$ cat src/logic/pmc_pkg.sv
package pmc_pkg;
  // ==========================================================
  // register indices (byte address is four times the index)
  localparam logic [13:0] IDX_CORE_PWR   = 14'h0087;
  localparam logic [13:0] IDX_PD_POL     = 14'h22f0;
  localparam logic [13:0] IDX_PD_CFG     = 14'h22f1;
  localparam logic [13:0] IDX_STAB_DLY   = 14'h22f4;
  localparam logic [13:0] IDX_IRQ_STATUS = 14'h2300;
  localparam logic [13:0] IDX_IRQ_MASK   = 14'h2301;
  // ==========================================================
  // field positions
  localparam int CP_CLOCK_STOP = 1;
  localparam int CP_IDLE       = 0;
  localparam int PP_POL_A      = 5;
  localparam int PP_POL_B      = 4;
  localparam int PP_START      = 0;
  localparam int PC_AREG_EN    = 7;
  localparam int PC_MON_EN     = 6;
  localparam int PC_AREG_GOOD  = 5;
  localparam int PC_SLEEP_EN   = 4;
  localparam int PC_RC_EN      = 3;
  localparam int PC_BOD        = 2;
  localparam int PC_MODE_LO    = 0;
  localparam int IRQ_ENTRY     = 0;
  localparam int IRQ_WAKE      = 1;
  localparam int IRQ_GOOD      = 2;
  // ==========================================================
  // reset values, widths and timing
  localparam logic [7:0] PD_CFG_RESET   = 8'hc8;
  localparam logic [7:0] STAB_DLY_RESET = 8'h11;
  localparam int         IRQ_BITS       = 3;
  localparam logic [1:0] START_CYCLES   = 2'h2;
  // ==========================================================
  // chip power modes
  localparam logic [1:0] MODE_NORMAL_RUN  = 2'h0;
  localparam logic [1:0] MODE_LIGHT_SLEEP = 2'h1;
  localparam logic [1:0] MODE_DEEP_SLEEP  = 2'h2;
  localparam logic [1:0] MODE_FULL_OFF    = 2'h3;
  typedef enum logic [1:0] {PMC_RUN, PMC_LOWPOWER, PMC_STABILIZE} pmc_state_e;
endpackage : pmc_pkg

$ cat src/logic/pmc_power_mode_control.sv
// Operation
// - writing one to the core clock stop bit stops every processor core clock.
// - the core idle bit stops core clocks but leaves peripheral clocks running.
// - each external interrupt polarity bit selects high-level (1) or low-level (0) recognition.
// - a one written to the entry strobe starts the selected mode and self-clears after 2 cycles.
// - the analog regulator enable bit turns the regulator on when one and resets to one.
// - the regulator monitor enable bit turns the monitor on when one and resets to one.
// - the read-only regulator good flag is high when the monitor is on and the output is good.
// - the sleep counter enable bit runs the sleep timer when one.
// - the rc oscillator enable bit lets the oscillator run and resets to one.
// - the brown-out control bit polarity is a build parameter.
// - mode field 00 is normal run and 01, 10, 11 are the three low-power modes in order.
// - software sets the mode first and the mode begins only when the entry strobe is written.
// - light sleep keeps digital regulator and timer, deep sleep only the timer, full off none.
// - on exit the block waits the programmed stabilization delay before resuming.
// - the core leaves clock stop when a wake interrupt arrives and then continues.
//
// The AHB-Lite slave port was left to the implementer.
module pmc_power_mode_control
  import pmc_pkg::*;
#(
  parameter bit BOD_ONE_ENABLES = 1'b1
) (
  input  wire logic        hclk,
  input  wire logic        hresetn,
  input  wire logic        ce,
  input  wire logic        hsel,
  input  wire logic [31:0] haddr,
  input  wire logic [1:0]  htrans,
  input  wire logic        hwrite,
  input  wire logic [2:0]  hsize,
  input  wire logic [31:0] hwdata,
  input  wire logic        hready,
  output logic             hreadyout,
  output logic             hresp,
  output logic [31:0]      hrdata,
  input  wire logic        wake_irq,
  input  wire logic        ext_irq_a_pin,
  input  wire logic        ext_irq_b_pin,
  input  wire logic        analog_regulator_output_ok,
  output logic             ext_irq_a_active,
  output logic             ext_irq_b_active,
  output logic             core_clk_en,
  output logic             periph_clk_en,
  output logic             analog_regulator_enable,
  output logic             analog_regulator_monitor_enable,
  output logic             sleep_counter_enable,
  output logic             rc_osc_enable,
  output logic             brownout_detector_enable,
  output logic             digital_regulator_on,
  output logic             main_osc_on,
  output logic             analog_regulator_on,
  output logic             sleep_timer_on,
  output logic             lowpower_active,
  output logic             irq
);

  // ==========================================================
  // bus address phase capture
  logic             wr_pend_q;
  logic [13:0]      wr_idx_q;
  logic [13:0]      rd_idx;
  logic             addr_ok;
  logic             wr_now;
  logic [7:0]       wd;
  logic [1:0]       core_pwr_q;
  logic [1:0]       pol_q;
  logic             start_q;
  logic [1:0]       start_cnt_q;
  logic [7:0]       cfg_q;
  logic             good_q;
  logic [7:0]       dly_q;
  logic [7:0]       dly_cnt_q;
  logic [IRQ_BITS-1:0] status_q;
  logic [IRQ_BITS-1:0] mask_q;
  logic [IRQ_BITS-1:0] event_set;
  logic [1:0]       mode_q;
  logic [1:0]       sel_mode;
  logic [2:0]       sync1_q;
  logic [2:0]       sync2_q;
  logic             good_prev_q;
  logic             wake;
  logic             start_wr;
  pmc_state_e       state_q;

  assign hreadyout = ce;
  assign hresp     = 1'b0;
  assign addr_ok   = hsel && hready && htrans[1];
  assign rd_idx    = haddr[15:2];
  assign wr_now    = ce && wr_pend_q;
  assign wd        = hwdata[7:0];
  assign start_wr  = wr_now && (wr_idx_q == IDX_PD_POL) && wd[PP_START];
  // mode field as programmed, taken on the entry strobe
  assign sel_mode  = cfg_q[PC_MODE_LO +: 2];

  // write intent held from address to data phase
  always_ff @(posedge hclk or negedge hresetn) begin
    if (!hresetn) begin
      wr_pend_q <= 1'b0;
      wr_idx_q  <= 14'h0000;
    end else if (ce) begin
      wr_pend_q <= addr_ok && hwrite;
      wr_idx_q  <= rd_idx;
    end
  end

  // read data registered at the address phase edge, unmapped reads zero
  always_ff @(posedge hclk or negedge hresetn) begin
    if (!hresetn) begin
      hrdata <= 32'h0000_0000;
    end else if (ce && addr_ok && !hwrite) begin
      unique case (rd_idx)
        IDX_CORE_PWR:   hrdata <= {30'h0, core_pwr_q};
        IDX_PD_POL:     hrdata <= {26'h0, pol_q, 3'h0, start_q};
        IDX_PD_CFG:     hrdata <= {24'h0, cfg_q[7:6], good_q, cfg_q[4:0]};
        IDX_STAB_DLY:   hrdata <= {24'h0, dly_q};
        IDX_IRQ_STATUS: hrdata <= {29'h0, status_q};
        IDX_IRQ_MASK:   hrdata <= {29'h0, mask_q};
        default:        hrdata <= 32'h0000_0000;
      endcase
    end
  end

  // ==========================================================
  // pin synchronisers: interrupt pins and regulator comparator
  always_ff @(posedge hclk or negedge hresetn) begin
    if (!hresetn) begin
      sync1_q <= 3'h0;
      sync2_q <= 3'h0;
    end else if (ce) begin
      sync1_q <= {analog_regulator_output_ok, ext_irq_b_pin, ext_irq_a_pin};
      sync2_q <= sync1_q;
    end
  end

  // level recognition by programmed polarity
  assign ext_irq_a_active = (sync2_q[0] == pol_q[1]);
  assign ext_irq_b_active = (sync2_q[1] == pol_q[0]);
  assign wake = wake_irq || ext_irq_a_active || ext_irq_b_active;

  // ==========================================================
  // core power control: clock stop and idle
  always_ff @(posedge hclk or negedge hresetn) begin
    if (!hresetn) begin
      core_pwr_q <= 2'h0;
    end else if (ce) begin
      if (wr_now && wr_idx_q == IDX_CORE_PWR) begin
        core_pwr_q <= {wd[CP_CLOCK_STOP], wd[CP_IDLE]};
      end else if (state_q == PMC_RUN && wake) begin
        core_pwr_q <= 2'h0;
      end
    end
  end

  // core clocks run only in normal run and only when not stopped
  assign core_clk_en   = (state_q == PMC_RUN) && (core_pwr_q == 2'h0);
  assign periph_clk_en = (state_q == PMC_RUN) && !core_pwr_q[1];

  // ==========================================================
  // polarity bits and self clearing entry strobe
  always_ff @(posedge hclk or negedge hresetn) begin
    if (!hresetn) begin
      pol_q <= 2'h0;
    end else if (ce && wr_now && wr_idx_q == IDX_PD_POL) begin
      pol_q <= {wd[PP_POL_A], wd[PP_POL_B]};
    end
  end

  always_ff @(posedge hclk or negedge hresetn) begin
    if (!hresetn) begin
      start_q     <= 1'b0;
      start_cnt_q <= 2'h0;
    end else if (ce) begin
      if (start_wr) begin
        start_q     <= 1'b1;
        start_cnt_q <= 2'h0;
      end else if (start_q) begin
        start_cnt_q <= start_cnt_q + 2'h1;
        if (start_cnt_q == START_CYCLES - 2'h1) begin
          start_q <= 1'b0;
        end
      end
    end
  end

  // ==========================================================
  // configuration, stabilization delay and good flag
  always_ff @(posedge hclk or negedge hresetn) begin
    if (!hresetn) begin
      cfg_q <= PD_CFG_RESET;
    end else if (ce && wr_now && wr_idx_q == IDX_PD_CFG) begin
      cfg_q <= wd; // bit of the good flag is ignored on read
    end
  end

  always_ff @(posedge hclk or negedge hresetn) begin
    if (!hresetn) begin
      dly_q <= STAB_DLY_RESET;
    end else if (ce && wr_now && wr_idx_q == IDX_STAB_DLY) begin
      dly_q <= wd;
    end
  end

  always_ff @(posedge hclk or negedge hresetn) begin
    if (!hresetn) begin
      good_q      <= 1'b0;
      good_prev_q <= 1'b0;
    end else if (ce) begin
      good_q      <= cfg_q[PC_MON_EN] && sync2_q[2];
      good_prev_q <= good_q;
    end
  end

  // direct analog control levels
  assign analog_regulator_enable         = cfg_q[PC_AREG_EN];
  assign analog_regulator_monitor_enable = cfg_q[PC_MON_EN];
  assign sleep_counter_enable            = cfg_q[PC_SLEEP_EN];
  assign rc_osc_enable                   = cfg_q[PC_RC_EN];
  assign brownout_detector_enable        = cfg_q[PC_BOD] ~^ BOD_ONE_ENABLES;

  // ==========================================================
  // chip power mode sequencer
  always_ff @(posedge hclk or negedge hresetn) begin
    if (!hresetn) begin
      state_q   <= PMC_RUN;
      mode_q    <= MODE_NORMAL_RUN;
      dly_cnt_q <= 8'h00;
    end else if (ce) begin
      unique case (state_q)
        PMC_RUN: begin
          if (start_wr && sel_mode != MODE_NORMAL_RUN) begin
            state_q <= PMC_LOWPOWER;
            mode_q  <= sel_mode;
          end
        end
        PMC_LOWPOWER: begin
          if (wake) begin
            state_q   <= PMC_STABILIZE;
            dly_cnt_q <= dly_q;
          end
        end
        PMC_STABILIZE: begin
          if (dly_cnt_q == 8'h00) begin
            state_q <= PMC_RUN;
            mode_q  <= MODE_NORMAL_RUN;
          end else begin
            dly_cnt_q <= dly_cnt_q - 8'h01;
          end
        end
      endcase
    end
  end

  // domain levels per mode; outside low power the analog regulator and sleep timer follow their enable bits, the rest held on
  assign lowpower_active      = (state_q == PMC_LOWPOWER);
  assign digital_regulator_on = !lowpower_active || mode_q == MODE_LIGHT_SLEEP;
  assign main_osc_on          = !lowpower_active;
  assign analog_regulator_on  = !lowpower_active && cfg_q[PC_AREG_EN];
  assign sleep_timer_on       = cfg_q[PC_SLEEP_EN]
                                && (!lowpower_active || mode_q != MODE_FULL_OFF);

  // ==========================================================
  // interrupt status, set wins over write-one-to-clear
  assign event_set[IRQ_ENTRY] = start_wr && state_q == PMC_RUN && sel_mode != MODE_NORMAL_RUN;
  assign event_set[IRQ_WAKE]  = state_q == PMC_STABILIZE && dly_cnt_q == 8'h00;
  assign event_set[IRQ_GOOD]  = good_q && !good_prev_q;

  always_ff @(posedge hclk or negedge hresetn) begin
    if (!hresetn) begin
      status_q <= '0;
      mask_q   <= '0;
    end else if (ce) begin
      if (wr_now && wr_idx_q == IDX_IRQ_STATUS) begin
        status_q <= (status_q & ~wd[IRQ_BITS-1:0]) | event_set;
      end else begin
        status_q <= status_q | event_set;
      end
      if (wr_now && wr_idx_q == IDX_IRQ_MASK) begin
        mask_q <= wd[IRQ_BITS-1:0];
      end
    end
  end

  assign irq = |(status_q & mask_q);

  // ==========================================================
  // assertions
  a_strobe_two_cycles: assert property (@(posedge hclk) disable iff (!hresetn || !ce)
    $rose(start_q) && !start_wr ##1 !start_wr |-> start_q ##1 !start_q)
    else $error("entry strobe did not clear after two cycles");

  a_clock_stop_all: assert property (@(posedge hclk) disable iff (!hresetn || !ce)
    core_pwr_q[1] |-> !core_clk_en && !periph_clk_en)
    else $error("core clock still running under clock stop");

  a_idle_keeps_periph: assert property (@(posedge hclk) disable iff (!hresetn || !ce)
    core_pwr_q == 2'h1 && state_q == PMC_RUN |-> !core_clk_en && periph_clk_en)
    else $error("idle did not keep peripheral clocks only");

  a_polarity_level: assert property (@(posedge hclk) disable iff (!hresetn || !ce)
    pol_q[1] && $past(ext_irq_a_pin, 2) && $stable(pol_q) && $past(ce) && $past(ce, 2)
    |-> ext_irq_a_active)
    else $error("high polarity did not recognise high level");

  a_entry_on_strobe: assert property (@(posedge hclk) disable iff (!hresetn || !ce)
    state_q == PMC_RUN && start_wr && sel_mode != MODE_NORMAL_RUN
    |=> lowpower_active && !main_osc_on)
    else $error("strobe did not start the power mode");

  a_normal_no_entry: assert property (@(posedge hclk) disable iff (!hresetn || !ce)
    state_q == PMC_RUN && start_wr && sel_mode == MODE_NORMAL_RUN |=> state_q == PMC_RUN)
    else $error("normal mode strobe left run state");

  a_deep_sleep_domains: assert property (@(posedge hclk) disable iff (!hresetn || !ce)
    lowpower_active && mode_q == MODE_DEEP_SLEEP
    |-> !digital_regulator_on && !analog_regulator_on && sleep_timer_on == cfg_q[PC_SLEEP_EN])
    else $error("deep sleep domain levels wrong");

  a_stabilize_delay: assert property (@(posedge hclk) disable iff (!hresetn || !ce)
    lowpower_active && wake && dly_q == 8'h02
    |=> state_q == PMC_STABILIZE [*3] ##1 state_q == PMC_RUN)
    else $error("stabilization delay length wrong");

  a_good_needs_monitor: assert property (@(posedge hclk) disable iff (!hresetn || !ce)
    good_q |-> $past(cfg_q[PC_MON_EN]))
    else $error("good flag set with monitor off");

  a_wake_clears_stop: assert property (@(posedge hclk) disable iff (!hresetn || !ce)
    state_q == PMC_RUN && core_pwr_q[1] && wake && !wr_now |=> core_clk_en)
    else $error("wake did not release core clock stop");

  a_brownout_polarity: assert property (@(posedge hclk) disable iff (!hresetn)
    brownout_detector_enable == (cfg_q[PC_BOD] == BOD_ONE_ENABLES))
    else $error("brown-out control polarity wrong");

  c_enter_full_off: cover property (@(posedge hclk) disable iff (!hresetn)
    lowpower_active && mode_q == MODE_FULL_OFF);
  c_wake_to_run: cover property (@(posedge hclk) disable iff (!hresetn)
    state_q == PMC_STABILIZE ##1 state_q == PMC_RUN);
  c_irq_raised: cover property (@(posedge hclk) disable iff (!hresetn) $rose(irq));
  c_normal_strobe: cover property (@(posedge hclk) disable iff (!hresetn)
    start_wr && state_q == PMC_RUN && sel_mode == MODE_NORMAL_RUN);
  c_pin_wake: cover property (@(posedge hclk) disable iff (!hresetn)
    lowpower_active && !wake_irq && (ext_irq_a_active || ext_irq_b_active));

endmodule : pmc_power_mode_control

$ cat config.mk
export PLATFORM = sky130hd
export DESIGN_NAME = pmc_power_mode_control
export DESIGN_NICKNAME = d
export VERILOG_FILES = /design/src/logic/pmc_pkg.sv /design/src/logic/pmc_power_mode_control.sv
export SDC_FILE = /design/constraint.sdc
export NUM_CORES = 1
export LEC_CHECK = 0
export ABC_AREA = 1
export BUFFER_PORTS_ARGS = -buffer_cell sky130_fd_sc_hd__buf_4
export CORE_MARGIN = 8
export CORE_UTILIZATION = 50
export CTS_CLUSTER_DIAMETER = 150
export DETAILED_ROUTE_END_ITERATION = 8
export PLACE_DENSITY_LB_ADDON = 0.25
export SETUP_SLACK_MARGIN = 0.2
export SLEW_MARGIN = 20
export SYNTH_ARGS = -nofsm -noshare
export SYNTH_HDL_FRONTEND = slang
export SYNTH_SLANG_ARGS = --single-unit
$ cat constraint.sdc
create_clock -name hclk -period 4.05 [get_ports hclk]
set_input_delay 0.2025 -clock hclk [delete_from_list [all_inputs] [get_ports hclk]]
set_output_delay 0.2025 -clock hclk [all_outputs]
set_load 0.01 [all_outputs]
==> impl_results.md <==
- Worst Clk Skew: 0.01193 ns
- Register clock-pin slew on the reported worst setup and hold paths: 0.07 ns
- Vias in the first global route: 3470
- Layout Nets: 672
- Initial drt markers: 208
- Detailed Routing Iterations Pass 1: 4
- Fillers: 770
- Post-CTS sizing: 0
- DRT antenna net count: 0
- Hpwl dp: 7495 um
- Clk Latency, worst-skew pair: 0.34 ns
- GP Congestion: 0.9273
- DR vias/cell: 5.046
- #FFs+latches synth: 71
- Ports: 128
- Synth Area in Simple Gates: 30.96%
- Post-route DRC: 0
- RSZ-0062 raised after global routing: no
- Status: complete, but fails checks
- TNS Setup: 0 ns
- MaxCap Viol Count: 0
- Avg Cell Area, Syn: 7.726 um2
- Multiplexer area fraction after synthesis: 0%
- Via count: 3517
- Wire per inst: 14.12 um
- XOR/XNOR Fraction of Synth Area: 0.8508%
- Relative slew slack: 41.10%
- Total GRT Usage: 17.82%
- Chip Width: 106.8 um
- Critical path capture point type: output pin
- Largest family of logic cells by synthesized area: simple AND/OR/NAND/NOR gates
- Htree depth: 3
- Fin. Hold Viols: 16
- Finished Layout Cells: 697
- Worst R2R Start: wr_idx_q[11]
- R2R depth: 6
- Die footprint: 11400 um2
- R2R Setup Slk: 2.37 ns
- Worst EP required: 3.85 ns
- First-pass GRT wire length: 16500 um
- Arrival time at the worst endpoint: 1.50 ns
- Synth Area in Compound Gates: 10.18%
- Core area: 8093 um2
- Peak supply drop: 241.7 uV
- Post-Syn Area: 4118 um2
- Fmax: 0.5879 GHz
- Area delta synth->final: 14.52%
- Clock buffer depth: 2
- Largest net degree at the start of global routing: 72
- Failing checks: hold timing
- Fin Hold WS: -0.02383 ns
- Total wire length: 9844 um
- Netlist cell types: 37
- Hold WC Path Type: primary input to asynchronous set/reset pin
- Post-synthesis sequential area ratio: 43.30%
- Final setup viols: 0
- Clk sinks: 71
- Share of layout cells above drive strength 1: 21.28%
- Adder-cell share of the synthesized area: 1.823%
- Initial core utilization: 50.88%
- Port Buffer Count: 56
- Worst-Margin Slew: 0.8835 ns
- PD cells: 328.2 nW/um2
- Ys Warns: 0
- Max-slew violations: 0
- Total power: 1548 uW
- Synth Instances: 533
- Number of diodes: 0
- Antenna violations before repair: 0
- Std cell rows: 33
- Leak: 0.002413 uW
- Fin crit period: 1.701 ns
- CTS Hold Buffers Added: 0
- Critical path startpoint category: flop
- CP Max Fanout: 7
- Placed cell count: 681
- Root Driver: clkbuf_8
- DIE HEIGHT: 106.8 um
- Post-CTS setup buffers: 0
- CTS tree: built
- Final period util: 42.00%
- R2R Path End: status_q[1]
- Critical path class: flop to output pin
- GR Overflow Total: 0
- Clock buffer count from CTS: 9
through the flow:
| stage | utilization, % | cell area, um2 | setup WS (ns) | hold slack [ns] |
|---|---|---|---|---|
| final | 58.27 | 4716 | 2.349 | -0.02383 |
| after global routing | 58.27 | 4716 | 2.191 | 0.04822 |
| after CTS | 58.27 | 4716 | 2.315 | 0.02222 |
| after detailed placement | 55.52 | 4493 | 2.376 | 0.3849 |
| after global placement | 55.52 | 4493 | 2.397 | 0.3840 |
| after floorplan | - | 4208 | 2.635 | -0.09309 |
flip-flops by register name, summed over array words and instances, names as in the netlist:
| register | cells |
|---|---|
| dly_q | 8 |
| state_q | 2 |
| status_q | 3 |
| pol_q | 2 |
| mode_q | 2 |
| sync2_q | 3 |
| start_q | 1 |
| good_q | 1 |
| good_prev_q | 1 |
| start_cnt_q | 2 |
| cfg_q | 7 |
| sync1_q | 3 |
| mask_q | 3 |
| dly_cnt_q | 8 |
| wr_pend_q | 1 |
| wr_idx_q | 14 |
| hrdata | 8 |
| core_pwr_q | 2 |
synthesized netlist by cell type (all sizes together):
library cell | n | area, um2
a21oi | 3 | 15.01
o21ai | 61 | 354.1
nand4 | 14 | 102.6
nor2 | 58 | 279.0
dfstp | 5 | 131.4
o31ai | 1 | 7.510
clkbuf | 3 | 11.26
a31o | 1 | 8.760
xor2 | 4 | 35.03
buf | 34 | 255.2
o22ai | 1 | 6.260
nor4 | 1 | 21.27
nand2 | 147 | 574.3
clkinv | 1 | 8.760
dfrtp | 66 | 1652
ha | 6 | 75.07
a21o | 2 | 15.01
o211ai | 1 | 12.51
nor3 | 2 | 10.01
or2 | 1 | 6.260
conb | 1 | 3.750
nand3 | 52 | 275.3
and3 | 1 | 6.260
inv | 67 | 251.5
critical path: stages, from the launching register on:
cell and delay [ns]:
dfrtp_1 0.40, inv_1 0.08, ha_1 0.33, nand3_1 0.11, nand2_1 0.07, inv_1 0.04, buf_4 0.13
layout by cell type (no fill, tap or decap), drive strengths merged, types with 4 or more instances in the layout:
| master | synthesis | routed |
|---|---|---|
| nor2 | 58 | 58 |
| buf | 34 | 56 |
| clkbuf | 3 | 11 |
| nand3 | 52 | 52 |
| nand2 | 147 | 147 |
| dfrtp | 66 | 66 |
| ha | 6 | 6 |
| inv | 67 | 67 |
| nand4 | 14 | 14 |
| conb | 1 | 25 |
| dfstp | 5 | 5 |
| xor2 | 4 | 4 |
| o21ai | 61 | 61 |
area by class of cell:
type / instances / area, um2 / share of cell area (%)
Timing Repair Buffer: 56 / 420.4 / 8.915
Tap cell: 105 / 131.4 / 2.786
Inverter: 68 / 260.3 / 5.519
Clock inverter: 5 / 81.33 / 1.725
Clock buffer: 11 / 141.4 / 2.998
Multi-Input combinational cell: 381 / 1898 / 40.25
Sequential cell: 71 / 1783 / 37.81
worst max path at each step:
stage	endpoint	from	slack, ns	depth (start not counted)
2_1_floorplan	dly_cnt_q[4]	state_q[0]	2.63	8
3_3_place_gp	dly_cnt_q[5]	state_q[0]	2.40	8
3_5_place_dp	dly_cnt_q[5]	state_q[0]	2.38	8
4_1_cts	sleep_timer_on	state_q[1]	2.32	6
5_1_grt	status_q[2]	wr_idx_q[11]	2.19	6
6_report	sleep_timer_on	state_q[1]	2.35	6
layer usage:
layer,share of wire [%],GRT usage [%]
met1,47,24.04
met2,46,28.11
met3,5.9,4.139
met4,1.1,4.623
met5,0,0
cell families (layout without fill, tap and decap cells):
logic type | Yosys count | count (layout)
xor+xnor | 4 | 4
buf+inv | 105 | 140
compound gates | 70 | 70
flops | 71 | 71
fa+ha+maj | 6 | 6
other cells | 1 | 25
simple gates | 276 | 276
report_power, final:
group | switching, uW | internal [uW]
Sequential | 21.5 | 734
Clock | 269 | 364
Combinational | 105 | 54.2
Total | 395 | 1150
No activity file was read; power rests on OpenSTA's default activity.
